$ cat config.mk
export PLATFORM = sky130hd
export DESIGN_NAME = software_fault_watchdog
export DESIGN_NICKNAME = d
export VERILOG_FILES = /design/src/logic/watchdog_pkg.sv /design/src/logic/prescale_if.sv /design/src/logic/software_fault_watchdog.sv /design/src/logic/watchdog_prescaler.sv
export SDC_FILE = /design/constraint.sdc
export NUM_CORES = 1
export LEC_CHECK = 0
export BUFFER_PORTS_ARGS = -buffer_cell sky130_fd_sc_hd__clkbuf_2
export CAP_MARGIN = 20
export CORE_UTILIZATION = 51
export CTS_CLUSTER_DIAMETER = 200
export DETAILED_ROUTE_END_ITERATION = 7
export PLACE_DENSITY = 0.77
export SYNTH_ARGS = -nofsm -noshare
export SYNTH_HDL_FRONTEND = slang
export SYNTH_HIERARCHICAL = 1
export SYNTH_SLANG_ARGS = --single-unit
$ cat constraint.sdc
create_clock -name clock -period 2.2 [get_ports clock]
set_input_delay 0.22 -clock clock [delete_from_list [all_inputs] [get_ports clock]]
set_output_delay 0.22 -clock clock [all_outputs]
set_load 0.005 [all_outputs]
$ cat src/logic/watchdog_pkg.sv
package watchdog_pkg;

    localparam logic [7:0]  CTRL_ADDR          = 8'h24;
    localparam logic [7:0]  STATUS_ADDR        = 8'h28;
    localparam logic [7:0]  CTRL_RESET         = 8'h7f;
    localparam int          ACTIVATE_BIT       = 7;
    localparam int          TOP_BIT            = 6;
    localparam logic [6:0]  COUNTER_TRIGGER    = 7'h40;
    localparam int          PRESCALE_DEFAULT   = 16384;
    localparam int          CLOCK_PERIOD_NS    = 25;
    localparam int          RESET_PULSE_NS     = 500;
    localparam int          RESET_PULSE_RAW    = RESET_PULSE_NS / CLOCK_PERIOD_NS;
    localparam int          RESET_PULSE_CYCLES = (RESET_PULSE_RAW < 1) ? 1 : RESET_PULSE_RAW;
    localparam int          STARTUP_SHORT      = 256;
    localparam int          STARTUP_LONG       = 4096;
    localparam int          STAT_ACTIVE        = 0;
    localparam int          STAT_HALTED        = 1;
    localparam int          STAT_STARTUP       = 2;
    localparam int          STAT_PIN_LEVEL     = 3;
    localparam int          STAT_PULSE         = 4;

    typedef enum logic [4:0] {
        st_startup     = 5'b00001,
        st_run         = 5'b00010,
        st_halt_once   = 5'b00100,
        st_halted      = 5'b01000,
        st_active_halt = 5'b10000
    } state_type;

endpackage : watchdog_pkg

$ cat src/logic/prescale_if.sv
`timescale 1ns/1ps
interface prescale_if;
    logic tick;
    modport source (output tick);
    modport sink   (input  tick);
endinterface : prescale_if

$ cat src/logic/software_fault_watchdog.sv
// Our own choices: the Wishbone slave port and the register offsets.
`timescale 1ns/1ps
module software_fault_watchdog
    import watchdog_pkg::*;
#(
    parameter int PRESCALE_CYCLES = PRESCALE_DEFAULT
) (
    input  wire logic        clock,
    input  wire logic        rst,
    input  wire logic        wb_cyc_i,
    input  wire logic        wb_stb_i,
    input  wire logic        wb_we_i,
    input  wire logic [7:0]  wb_adr_i,
    input  wire logic [3:0]  wb_sel_i,
    input  wire logic [31:0] wb_dat_i,
    output logic      [31:0] wb_dat_o,
    output logic             wb_ack_o,
    input  wire logic        halt_exec,
    input  wire logic        ext_irq_wake,
    input  wire logic        osc_irq_wake,
    input  wire logic        rtc_irq_enable,
    input  wire logic        hw_watchdog_option,
    input  wire logic        halt_reset_option,
    input  wire logic        startup_long_select,
    input  wire logic        reset_pin_i,
    output logic             reset_pin_o,
    output logic             reset_pin_oe,
    output logic             watchdog_halted
);

    localparam logic [4:0]  PULSE_LAST    = 5'(RESET_PULSE_CYCLES - 1);
    localparam logic [12:0] STARTUP_S_END = 13'(STARTUP_SHORT - 1);
    localparam logic [12:0] STARTUP_L_END = 13'(STARTUP_LONG - 1);

    // Tick spacing helper counts in 16 bits
    if (PRESCALE_CYCLES < 2 || PRESCALE_CYCLES > 65536) begin : g_bad_prescale
        $error("prescale length out of range");
    end

    prescale_if pre ();

    watchdog_prescaler #(
        .PRESCALE_CYCLES (PRESCALE_CYCLES)
    ) u_prescaler (
        .clock (clock),
        .rst   (rst),
        .pre   (pre)
    );

    function automatic logic addr_hit(input logic [7:0] adr, input logic [7:0] target);
        addr_hit = (adr[7:2] == target[7:2]);
    endfunction : addr_hit

    logic [6:0]  counter;
    logic        activate;
    state_type   state;
    logic [12:0] startup_count;
    logic [4:0]  pulse_count;
    logic        pin_meta;
    logic        pin_sync;
    logic        active;
    logic        bus_write;
    logic        ctrl_write;
    logic        sw_reset;
    logic        expire;
    logic        halt_reset;
    logic        fire;
    logic        counting;
    logic        startup_done;
    logic [7:0]  ctrl_view;
    logic [7:0]  status_view;

    // Hardware option overrides the software bit entirely
    assign active       = activate | hw_watchdog_option;
    assign bus_write    = wb_cyc_i & wb_stb_i & wb_we_i & wb_ack_o;
    assign ctrl_write   = bus_write & wb_sel_i[0] & addr_hit(wb_adr_i, CTRL_ADDR);
    // Deliberate reset: top bit written low, with activation or while already active
    assign sw_reset     = ctrl_write & ~wb_dat_i[TOP_BIT]
                        & (wb_dat_i[ACTIVATE_BIT] | active);
    // Only running state may expire; halt after one step cannot
    assign expire       = pre.tick & (state == st_run) & active & ~ctrl_write
                        & (counter == COUNTER_TRIGGER);
    // Halt with reset option replaces halt by a reset when active and rtc_irq_enable is low
    assign halt_reset   = halt_exec & (state == st_run) & ~rtc_irq_enable
                        & halt_reset_option & active;
    assign fire         = expire | sw_reset | halt_reset;
    // Slow and wait modes have no input here, so they cannot stop it
    assign counting     = (state == st_run) | (state == st_halt_once);
    assign startup_done = startup_long_select ? (startup_count == STARTUP_L_END)
                                              : (startup_count == STARTUP_S_END);
    assign ctrl_view    = {active, counter};
    assign status_view  = {3'h0, reset_pin_oe, pin_sync, (state == st_startup),
                           watchdog_halted, active};

    // Reset pin level, only for software visibility
    always_ff @(posedge clock) begin
        if (rst) begin
            pin_meta <= 1'b1;
            pin_sync <= 1'b1;
        end else begin
            pin_meta <= reset_pin_i;
            pin_sync <= pin_meta;
        end
    end

    // Single-cycle classic slave; unmapped reads return zero
    always_ff @(posedge clock) begin
        if (rst) begin
            wb_ack_o <= 1'b0;
            wb_dat_o <= 32'h0;
        end else begin
            wb_ack_o <= wb_cyc_i & wb_stb_i & ~wb_ack_o;
            if (wb_cyc_i & wb_stb_i & ~wb_ack_o) begin
                if (addr_hit(wb_adr_i, CTRL_ADDR)) begin
                    wb_dat_o <= {24'h0, ctrl_view};
                end else if (addr_hit(wb_adr_i, STATUS_ADDR)) begin
                    wb_dat_o <= {24'h0, status_view};
                end else begin
                    wb_dat_o <= 32'h0;
                end
            end
        end
    end

    // Activation: set by software only, cleared by reset only
    always_ff @(posedge clock) begin
        if (rst) begin
            activate <= CTRL_RESET[ACTIVATE_BIT];
        end else if (ctrl_write & wb_dat_i[ACTIVATE_BIT]) begin
            activate <= 1'b1;
        end
    end

    // Write loads all seven bits; prescaler phase untouched
    always_ff @(posedge clock) begin
        if (rst) begin
            counter <= CTRL_RESET[6:0];
        end else if (ctrl_write) begin
            counter <= wb_dat_i[6:0];
        end else if (pre.tick & counting) begin
            counter <= counter - 7'h01;
        end
    end

    // Halt handling; halt requests outside running state are ignored
    always_ff @(posedge clock) begin
        if (rst) begin
            state <= st_startup;
        end else begin
            case (state)
                st_startup: begin
                    if (startup_done) begin
                        state <= st_run;
                    end
                end
                st_run: begin
                    if (halt_exec & ~halt_reset) begin
                        state <= rtc_irq_enable ? st_active_halt : st_halt_once;
                    end
                end
                st_halt_once: begin
                    if (ext_irq_wake) begin
                        state <= st_startup;
                    end else if (pre.tick) begin
                        state <= st_halted;
                    end
                end
                st_halted: begin
                    if (ext_irq_wake) begin
                        state <= st_startup;
                    end
                end
                st_active_halt: begin
                    if (ext_irq_wake | osc_irq_wake) begin
                        state <= st_run;
                    end
                end
                default: begin
                    state <= st_startup;
                end
            endcase
        end
    end

    always_ff @(posedge clock) begin
        if (rst) begin
            startup_count <= 13'h0;
        end else if (state == st_startup) begin
            startup_count <= startup_done ? 13'h0 : startup_count + 13'h0001;
        end else begin
            startup_count <= 13'h0;
        end
    end

    always_ff @(posedge clock) begin
        if (rst) begin
            watchdog_halted <= 1'b0;
        end else begin
            watchdog_halted <= (state == st_halt_once) | (state == st_halted)
                             | (state == st_active_halt);
        end
    end

    // Reset pulse; a new cause during a pulse is absorbed by it
    always_ff @(posedge clock) begin
        if (rst) begin
            reset_pin_oe <= 1'b0;
            pulse_count  <= 5'h0;
        end else if (reset_pin_oe) begin
            if (pulse_count == PULSE_LAST) begin
                reset_pin_oe <= 1'b0;
                pulse_count  <= 5'h0;
            end else begin
                pulse_count <= pulse_count + 5'h01;
            end
        end else if (fire) begin
            reset_pin_oe <= 1'b1;
            pulse_count  <= 5'h0;
        end
    end

    // Open drain: only ever pulls low
    always_ff @(posedge clock) begin
        if (rst) begin
            reset_pin_o <= 1'b0;
        end else begin
            reset_pin_o <= 1'b0;
        end
    end

    // Helper: cycles since the last prescaler tick
    logic [15:0] since_tick;
    logic        tick_seen;

    always_ff @(posedge clock) begin
        if (rst) begin
            since_tick <= 16'h0;
            tick_seen  <= 1'b0;
        end else if (pre.tick) begin
            since_tick <= 16'h0;
            tick_seen  <= 1'b1;
        end else begin
            since_tick <= since_tick + 16'h0001;
        end
    end
endmodule : software_fault_watchdog

$ cat src/logic/watchdog_prescaler.sv
`timescale 1ns/1ps
module watchdog_prescaler #(
    parameter int PRESCALE_CYCLES = 16384
) (
    input  wire logic clock,
    input  wire logic rst,
    prescale_if.source pre
);
    localparam int W = (PRESCALE_CYCLES < 2) ? 1 : $clog2(PRESCALE_CYCLES);
    localparam logic [W-1:0] LAST = W'(PRESCALE_CYCLES - 1);

    logic [W-1:0] count;

    if (PRESCALE_CYCLES < 2) begin : g_bad_prescale
        $error("prescaler needs at least two cycles");
    end

    // Free running: nothing but system reset clears it
    always_ff @(posedge clock) begin
        if (rst) begin
            count <= '0;
        end else if (count == LAST) begin
            count <= '0;
        end else begin
            count <= count + W'(1);
        end
    end

    always_ff @(posedge clock) begin
        if (rst) begin
            pre.tick <= 1'b0;
        end else begin
            pre.tick <= (count == LAST);
        end
    end

endmodule : watchdog_prescaler

==> results of run 1 <==
[flip-flops by register name, indices dropped and copies added, names as in the netlist, 5 cells and up]
register and cells:
u_prescaler/count 14, state 5, startup_count 13, counter 7, pulse_count 5, wb_dat_o 8
[synthesized netlist by cell type (all sizes together) (2+ instances only)]
| library cell | instances | area share, % |
|---|---|---|
| dfxtp | 59 | 39 |
| nor2 | 56 | 8.0 |
| buf | 34 | 8.1 |
| nand2 | 20 | 2.5 |
| nand3 | 19 | 3.1 |
| xnor2 | 17 | 4.9 |
| xor2 | 15 | 4.4 |
| inv | 11 | 1.4 |
| nand4 | 11 | 2.3 |
| nor3 | 11 | 1.8 |
| mux2i | 8 | 2.7 |
| nor4 | 8 | 2.2 |
| a21oi | 7 | 1.2 |
| a221oi | 7 | 2.2 |
| and3 | 6 | 1.5 |
| clkbuf | 5 | 0.62 |
| nor3b | 5 | 1.2 |
| or2 | 5 | 1.0 |
| ha | 4 | 1.7 |
| o21ai | 4 | 0.79 |
| a31oi | 3 | 0.62 |
| a32oi | 3 | 0.87 |
| and4 | 3 | 0.99 |
| nand2b | 3 | 0.62 |
| o211ai | 2 | 0.50 |
| or3 | 2 | 0.75 |
| or4 | 2 | 0.62 |
[power by group through the flow]
| stage | sequential, mW | clock, mW | combinational (mW) |
|---|---|---|---|
| final | 1.16 | 1.08 | 0.314 |
| after global routing | 1.17 | 1.15 | 0.355 |
| after CTS | 1.16 | 1.11 | 0.316 |
| after detailed placement | 1.19 | 0 | 0.315 |
| after global placement | 1.18 | 0 | 0.311 |
| after floorplan | 1.18 | 0 | 0.255 |
[worst max-delay path by stage]
stage | slack, ps | endpoint | start | cells past startpoint
2_1_floorplan | 380 | state[0] | state[2] | 6
3_3_place_gp | 320 | startup_count[12] | state[2] | 5
3_5_place_dp | 290 | state[1] | startup_count[0] | 6
4_1_cts | 280 | state[1] | startup_count[0] | 6
5_1_grt | 120 | startup_count[6] | state[2] | 5
6_report | 290 | pulse_count[2] | counter[3] | 6
[cell families after synthesis]
group,synth area share (%)
and+or+nand+nor,28.3
muxes,2.65
adders and majority gates,1.66
buffers and inverters,10.1
DFF,39.1
other,0.124
AOI/OAI and AO/OA,8.79
xor gates and xnor gates,9.28
[worst max-delay path: stages, from the launching register on]
cell and delay, ps:
dfxtp_1 370, or4_1 530, nor4_1 300, mux2i_1 150, buf_4 180, a32oi_1 200
nor2_1 60
[routing by layer]
layer | vias to the layer above | global-route usage (%) | routed length (µm)
met5 | - | 0 | 0
met4 | 0 | 8.91 | 94
met3 | 11 | 8.39 | 413
met2 | 63 | 33.0 | 2700
met1 | 1103 | 23.0 | 2540
li1 | 1241 | - | -
[final cells by class]
class                   instances  area share (%)
multi-input cells             260            47.5
flip-flops and latches         59            34.6
repair buffers                 48            7.76
clock buffers                  12            4.54
well taps                      72            2.64
clock inverters                 2            1.76
inverters                      11            1.21
[layout by cell type, fill, tap and decap left out, types with 4 or more instances in the layout]
master	instances
xnor2_1	17
inv_1	11
clkbuf_2	38
nor3_1	11
dfxtp_1	59
nor2_2	9
nand4_1	11
clkbuf_8	11
nor3b_1	5
nand2_1	20
ha_1	4
nor2_1	46
nor4_1	7
or2_2	4
nand3_1	19
buf_4	10
conb_1	25
a221oi_1	6
xor2_1	15
a21oi_1	7
mux2i_1	8
==> impl_metrics.tcl, run 1 <==
set metrics [dict create \
    layout.area.seq_um2 1180 \
    synthCells 345 \
    clock-root-buffer "clkbuf_8" \
    multi_input_area_um2 1620 \
    power.internal_mw 1.94 \
    synth-edff-count 0 \
    setup_tns_ps 0 \
    avgSynthCellArea_um2 8.75 \
    synth_seq_cells 59 \
    grt_start_max_net_pins 30 \
    synth.distinct_cells 56 \
    hold_path_startpoint "reset_pin_i" \
    vias 2418 \
    hold_viol 0 \
    start_util_pct 53.8 \
    rsz0062_at_grt "false" \
    hp-class "in2reg" \
    maxSlewViolCount 0 \
    pwr-share-comb_pct 12.3 \
    placedCellCount 450 \
    fin_nets 450 \
    synth_ff_type "dfxtp_1" \
    critPathArrivalTime_ps 2130 \
    cts-buffers-inserted 9 \
    dr.pass1.iters 4 \
    drc 0 \
    cts_hold_buf 0 \
    ys_seq_area_share_pct 39.1 \
    p_seq_share_pct 45.5 \
    timing.fmax_ghz 0.522 \
    period_needed_ps 1910 \
    n_antenna_cell 0 \
    finalHoldWorstSlack_ps 67.3 \
    dp_hpwl_um 4180 \
    htreeDepth 3 \
    drive_above_1_share_pct 23.0 \
    grt_util_all_layers_pct 20.2 \
    dr.first_iter.drc_count 76 \
    final_util_pct 60.9 \
    cp_max_fo 6 \
    r2r_slack_ps 290 \
    cap_violations 0 \
    die_w_um 78.9 \
    rr_worst_depth 6 \
    fin_total_pwr_mw 2.56 \
    nFillCells 479 \
    io_pins 93 \
    grt_pass1_wl_um 9670 \
    criticalPathCategory "reg2reg" \
    core-area_um2 5610 \
    reg2reg_from "counter[3]" \
    setup_viol 0 \
    slew_headroom_pct 62.6 \
    worstPathRequired_ps 2420 \
    vdd_drop_max_v 0.000677 \
    rows 27 \
    cts_tree "yes" \
    antenna_found_initial 0 \
    gr-total-overflow 0 \
    outcome "completed" \
    drtAntennaViolNets 0 \
    cts_resized 0 \
    power.switching_uw 614 \
    post_cts_buffers 0 \
    preCtsSetupSlack_ps 287 \
    die_h_um 78.9 \
    swShare_pct 24.0 \
    power-per-cell-area_nw_per_um2 749 \
    area_delta_synth_final_pct 13.2 \
    clockBufferDepth 2 \
    clk_pin_slew_ps 70 \
    worst_slew_pin_slew_ps 558 \
    clockPowerShare_pct 42.2 \
    start_kind "register" \
    viasPerCell 5.21 \
    clock-skew-final_ps 8.09 \
    dieArea_um2 6230 \
    portBuffers 38 \
    end_kind "register" \
    placed_cell_area_um2 3200 \
    wirelength_um 5750 \
    synth_area_um2 3020 \
    post-route-cell-area_um2 3420 \
    post_drt_wl_per_cell_um 12.4 \
    p_leak_nw 1.36 \
    grt_pass1_vias 2257 \
    hold_end "pin_meta" \
    ys_warn_count 6 \
    clk_latency_ps 340 \
    instances_no_fill 464 \
    setup_slack_ps 285 \
    async_flop_share_pct 0 \
    whs_path_depth 2 \
    r2r-end "pulse_count[2]" \
    clock_sinks 59 \
    fin_crit_sh_pct 87.0 \
    routabilityCongestion 0.813 \
]
Note: power is estimated with default switching activity, not from simulation.
==> inputs of run 2 (changes only) <==
--- a/config.mk
+++ b/config.mk
@@ -11,6 +11,7 @@
 export CTS_CLUSTER_DIAMETER = 200
 export DETAILED_ROUTE_END_ITERATION = 7
 export PLACE_DENSITY = 0.77
+export SETUP_SLACK_MARGIN = 0.5
 export SYNTH_ARGS = -nofsm -noshare
 export SYNTH_HDL_FRONTEND = slang
 export SYNTH_HIERARCHICAL = 1
==> run 2 against run 1 <==
Sequential power barely moved. Cell count rose by 1.3%. Sequential share of layout area fell by 1.2 points. Clock-buffer cell count rose by 1. Core utilization rose by 2.8 points. Power fell by 3.4%. First-iteration DRC count rose by 89%.
==> impl_metrics.tcl, run 2 (synthesis results as in run 1) <==
set metrics [dict create \
    outcome "completed" \
    criticalPathCategory "reg2reg" \
    core-area_um2 5610 \
    final_cell_mix "dfxtp_1 (51), nor2_1 (45), clkbuf_2 (38), conb_1 (25)" \
    clk_latency_ps 320 \
    clk_pin_slew_ps 60 \
    clock-root-buffer "clkbuf_8" \
    preCtsSetupSlack_ps 185 \
    htreeDepth 3 \
    crit_start "startup_count[10]" \
    power-per-cell-area_nw_per_um2 691 \
    final_common_cell "dfxtp_1" \
    worst_slew_pin_slew_ps 530 \
    cts-buffers-inserted 9 \
    viasPerCell 5.27 \
    p_leak_nw 1.40 \
    vias 2476 \
    cts_hold_buf 0 \
    cts_tree "yes" \
    dieArea_um2 6230 \
    multi_input_area_um2 1770 \
    die_h_um 78.9 \
    fin_total_pwr_mw 2.47 \
    routabilityCongestion 0.822 \
    slew_headroom_pct 64.5 \
    hold_viol 0 \
    setup_tns_ps 0 \
    start_kind "register" \
    antenna_found_initial 0 \
    maxSlewViolCount 0 \
    dp_hpwl_um 4260 \
    rows 27 \
    dr.pass1.iters 4 \
    n_antenna_cell 0 \
    rr_worst_depth 5 \
    setup_viol 0 \
    die_w_um 78.9 \
    worstPathRequired_ps 2440 \
    hold_path_startpoint "reset_pin_i" \
    final_util_pct 63.8 \
    wirelength_um 6190 \
    clock-skew-final_ps 3.92 \
    grt_pass1_vias 2242 \
    cap_violations 0 \
    setup_slack_ps 423 \
    grt_util_all_layers_pct 21.1 \
    portBuffers 38 \
    area_delta_synth_final_pct 18.4 \
    reg_top3 "u_prescaler/count: 14 flops, startup_count: 13 flops, wb_dat_o: 8 flops" \
    start_util_pct 53.8 \
    layout.area.seq_um2 1190 \
    timing.fmax_ghz 0.563 \
    post_drt_wl_per_cell_um 13.2 \
    cp_max_fo 3 \
    critPathArrivalTime_ps 2020 \
    dr.first_iter.drc_count 144 \
    vdd_drop_max_v 0.000542 \
    drive_above_1_share_pct 30.4 \
    gr-total-overflow 0 \
    drtAntennaViolNets 0 \
    wl_met1_um 2720 \
    fin_nets 455 \
    largest_reg_flops 14 \
    drc 0 \
    rsz0062_at_grt "true" \
    clockBufferDepth 2 \
    hold_end "pin_meta" \
    io_pins 93 \
    fin_crit_sh_pct 80.8 \
    grt_pass1_wl_um 10100 \
    r2r-end "state[1]" \
    period_needed_ps 1780 \
    met3_length_um 384 \
    r2r_slack_ps 420 \
    max_flop_register "u_prescaler/count" \
    hp-class "in2reg" \
    clock_sinks 59 \
    topRoutingLayerUsed "met4" \
    grt_start_max_net_pins 30 \
    end_kind "register" \
    wl_met2_um 3020 \
    reg2reg_from "startup_count[10]" \
    whs_path_depth 2 \
    nFillCells 478 \
]
run 2: cell count changes in the layout (fill, tap and decap cells not counted), moves of 2 or more:
| cell | change |
|---|---|
| buf_4 | +5 |
| clkinv_2 | +2 |
| dfxtp_1 | -8 |
| dfxtp_2 | +7 |
| bufinv_16 | -2 |
run 2: critical path: stages, from the launching register on:
cell and delay, ps:
dfxtp_2 320, or4_4 540, o22ai_4 160, a21boi_4 80, or3_4 360, a221oi_2 240
run 2: area by class of cell:
class,instances,share of cell area (%)
Inverter,11,1.15
Clock buffer,13,4.72
Sequential cell,59,33.4
Multi-Input combinational cell,260,49.5
Timing Repair Buffer,53,8.47
Clock inverter,2,0.280
Tap cell,72,2.52
run 2: stage by stage:
stage | area, µm² | hold slack, ps | cells
after floorplan | 3140 | 292 | 369
after global placement | 3220 | 396 | 450
after detailed placement | 3220 | 394 | 450
after CTS | 3500 | 73.0 | 469
after global routing | 3580 | 79.5 | 470
final | 3580 | 88.5 | 470
run 2: worst max path at each step:
stage / to / slack (ps)
after global routing: state[1] / 350
after CTS: state[1] / 410
final: state[1] / 420
after detailed placement: pulse_count[2] / 190
after global placement: startup_count[10] / 240
after floorplan: counter[0] / 490
run 2: routing by layer:
metal	vias up	GRT usage, %
li1	1250	-
met1	1139	26.2
met2	78	35.0
met3	9	6.90
met4	0	6.18
met5	-	0
run 2: timing repair:
action,4_1_cts,5_1_grt
setup buffers,4,1
gates resized for setup,17,15
hold endpoints to repair,0,0
setup endpoints to repair,21,35
pin swaps,12,4
run 2: power by group:
| group | internal, mW | switching [mW] | total [mW] |
|---|---|---|---|
| combinational | 0.206 | 0.205 | 0.411 |
| clock | 0.491 | 0.391 | 0.882 |
| sequential | 1.12 | 0.0618 | 1.18 |
| total | 1.81 | 0.657 | 2.47 |
==> inputs of run 3 (changes only) <==
--- a/config.mk
+++ b/config.mk
@@ -5,9 +5,10 @@
 export SDC_FILE = /design/constraint.sdc
 export NUM_CORES = 1
 export LEC_CHECK = 0
+export ABC_AREA = 1
 export BUFFER_PORTS_ARGS = -buffer_cell sky130_fd_sc_hd__clkbuf_2
 export CAP_MARGIN = 20
-export CORE_UTILIZATION = 51
+export CORE_UTILIZATION = 52
 export CTS_CLUSTER_DIAMETER = 200
 export DETAILED_ROUTE_END_ITERATION = 7
 export PLACE_DENSITY = 0.77
==> constraint.sdc (replaced) <==
create_clock -name clock -period 1.8 [get_ports clock]
set_input_delay 0.18 -clock clock [delete_from_list [all_inputs] [get_ports clock]]
set_output_delay 0.18 -clock clock [all_outputs]
set_load 0.005 [all_outputs]
==> run 3 against run 2 <==
Register-to-register slack got worse by 80 ps. Critical endpoint is now state[4]. First-iteration DRC count rose by 5.6%. Critical path depth increased by 4. Largest power group unchanged. Core utilization is 4.4 points higher. Maximum frequency up 22%. Hold slack worse by 38 ps. Flip-flop and latch count did not move. Clock-buffer cell count is 1 lower. Sequential share of layout area decreased by 3.9 points. Cell count up 30%.
==> impl_metrics.tcl, run 3 <==
set metrics [dict create \
    swShare_pct 29.6 \
    rows 28 \
    fin_crit_sh_pct 81.2 \
    synth_area_um2 3260 \
    n_antenna_cell 0 \
    start_kind "register" \
    dieArea_um2 6590 \
    viasPerCell 5.07 \
    placed_cell_area_um2 3460 \
    fin_total_pwr_mw 3.44 \
    htreeDepth 3 \
    outcome "completed" \
    final_cell_mix "nand2_1 (88), nor2_1 (53), inv_1 (47), dfxtp_1 (43), clkbuf_2 (38)" \
    clockPowerShare_pct 36.6 \
    layout.area.seq_um2 1200 \
    post_drt_wl_per_cell_um 11.7 \
    io_pins 93 \
    criticalPathCategory "reg2reg" \
    period_needed_ps 1460 \
    grt_start_max_net_pins 14 \
    end_kind "register" \
    timing.fmax_ghz 0.684 \
    clk_latency_ps 340 \
    synth_area_leaders "dfxtp_1 (36%), nand2_1 (11%), nor2_1 (8.1%)" \
    grt_pass1_vias 2672 \
    routabilityCongestion 0.825 \
    final_common_cell "nand2_1" \
    slowest_stage "dfxtp_1" \
    max_flop_register "u_prescaler/count" \
    die_w_um 81.2 \
    setup_viol 0 \
    critPathArrivalTime_ps 1690 \
    crit_start "startup_count[10]" \
    area_delta_synth_final_pct 25.2 \
    largest_reg_flops 14 \
    p_seq_share_pct 42.6 \
    clk_pin_slew_ps 60 \
    cap_violations 0 \
    worst-path-buf-inv 0 \
    met3_usage_pct 6.40 \
    cp_top_family "simple AND/OR/NAND/NOR gates" \
    die_h_um 81.2 \
    dr.pass1.iters 5 \
    grt_pass1_wl_um 11100 \
    synth.largest_area_cell "dfxtp_1" \
    portBuffers 38 \
    crit_end "state[4]" \
    clock_sinks 59 \
    power-per-cell-area_nw_per_um2 843 \
    hold_viol 0 \
    dr.first_iter.drc_count 152 \
    hp-class "in2reg" \
    antenna_found_initial 0 \
    synthCells 463 \
    reg2reg_from "startup_count[10]" \
    core-area_um2 5990 \
    crit_chain "nand2_1 -> nor2_1 -> nand2_1 -> nand2_1 -> nand3b_1 -> nand2_4 -> nand3_1 -> nand2_1 -> nor2_1" \
    clock-skew-final_ps 6.49 \
    rsz0062_at_grt "true" \
    synth_seq_cells 59 \
    wirelength_um 7160 \
    synth.distinct_cells 37 \
    synth_top_area_share_pct 36.2 \
    final_util_pct 68.1 \
    ys_warn_count 6 \
    start_util_pct 54.4 \
    gr-total-overflow 0 \
    maxSlewViolCount 0 \
    pwr-share-comb_pct 20.8 \
    reg_top3 "u_prescaler/count: 14 flops, startup_count: 13 flops, wb_dat_o: 8 flops" \
    cts-buffers-inserted 9 \
    dp_hpwl_um 4840 \
    clock-root-buffer "clkbuf_8" \
    synth_ff_type "dfxtp_1" \
    power.internal_mw 2.42 \
    grt_util_met1_pct 24.6 \
    yosys.cell_count.top_type "nand2_1" \
    p_leak_nw 1.81 \
    worstPathRequired_ps 2030 \
    rr_worst_depth 9 \
    post-route-cell-area_um2 4080 \
    drtAntennaViolNets 0 \
    ys_top_cells_by_count "nand2_1 (93), nor2_1 (70), dfxtp_1 (59), inv_1 (51), nand3_1 (35)" \
    clockBufferDepth 2 \
    cp_max_fo 8 \
    multi_input_area_um2 1960 \
    critPathMostFrequentCell "nand2_1" \
    cts_hold_buf 0 \
    power.switching_mw 1.02 \
    gr-max-usage-layer "met2" \
    async_flop_share_pct 0 \
    drc 0 \
    avgSynthCellArea_um2 7.04 \
    vias 3107 \
    drive_above_1_share_pct 32.5 \
    vdd_drop_max_v 0.000694 \
    crit_path_max_incr_delay_ps 390 \
    grtUsageMet2_pct 39.4 \
    r2r_slack_ps 340 \
    grt_util_all_layers_pct 22.0 \
    setup_tns_ps 0 \
    ys_seq_area_share_pct 36.2 \
    path_depth 9 \
    synth-edff-count 0 \
    fin_nets 594 \
    cts_tree "yes" \
    r2r-end "state[4]" \
    nFillCells 509 \
]
run 3: cell types whose count changed in the layout (fill, tap and decap cells not counted), sizes merged, moves of 8 or more:
cell   delta
nor2     +31
mux2i     -8
nand2    +79
nand4    +13
buf      +10
inv      +45
xnor2    -10
nor3      -8
nand3    +22
run 3: cells by family (layout without fill, tap and decap cells):
family | count (synthesis) | in the layout | synth area share, %
AO/OA/AOI/OAI | 32 | 32 | 5.79
XOR/XNOR | 18 | 18 | 4.83
adder cells (fa/ha/maj) | 4 | 4 | 1.53
buffers and inverters | 88 | 137 | 13.7
flip-flops | 59 | 59 | 36.2
other | 1 | 25 | 0.115
AND/OR/NAND/NOR | 261 | 263 | 37.8
run 3: per-stage QoR:
step                      instances  worst slack [ps]  hold WS, ps
after floorplan                 487               474          252
after global placement          575               346          392
after detailed placement        575               291          391
after CTS                       604               347         43.1
after global routing            613               244         36.6
final                           613               338         50.2
run 3: metal layers:
metal  share of wire [%]  wire length, µm  vias to the layer above
met2                  52             3710                       87
met4                 1.4              102                        0
met1                  42             3020                     1436
li1                    -                -                     1574
met3                 4.5              323                       10
met5                   0                0                        -
run 3: final cells by class:
cell class	count	share of cell area, %
multi-input cells	342	48.0
flip-flops and latches	59	29.5
repair buffers	63	9.44
inverters	58	5.52
clock buffers	12	4.05
well taps	75	2.30
clock inverters	4	1.16
run 3: what timing repair did:
action,CTS,global route
endpoints found under the hold margin,0,0
setup endpoints to repair,45,46
resized for setup,25,48
setup buffers,12,8
cloned,1,1
pin swaps,16,25
run 3: worst min path at each step:
| stage | start | slack, ps | endpoint | cells after the start |
|---|---|---|---|---|
| CTS | reset_pin_i | 40 | pin_meta | 2 |
| finish | reset_pin_i | 50 | pin_meta | 2 |
| global route | reset_pin_i | 40 | pin_meta | 2 |
| floorplan | rst | 250 | u_prescaler/pre.tick | 1 |
| global placement | pin_meta | 390 | pin_sync | 1 |
| detailed placement | reset_pin_i | 390 | pin_meta | 2 |
run 3: power groups by stage:
stage | clock network, mW | logic (mW) | registers, mW
global route | 1.34 | 0.815 | 1.47
finish | 1.26 | 0.716 | 1.47
global placement | 0 | 0.542 | 1.47
floorplan | 0 | 0.465 | 1.47
CTS | 1.28 | 0.611 | 1.45
detailed placement | 0 | 0.553 | 1.47
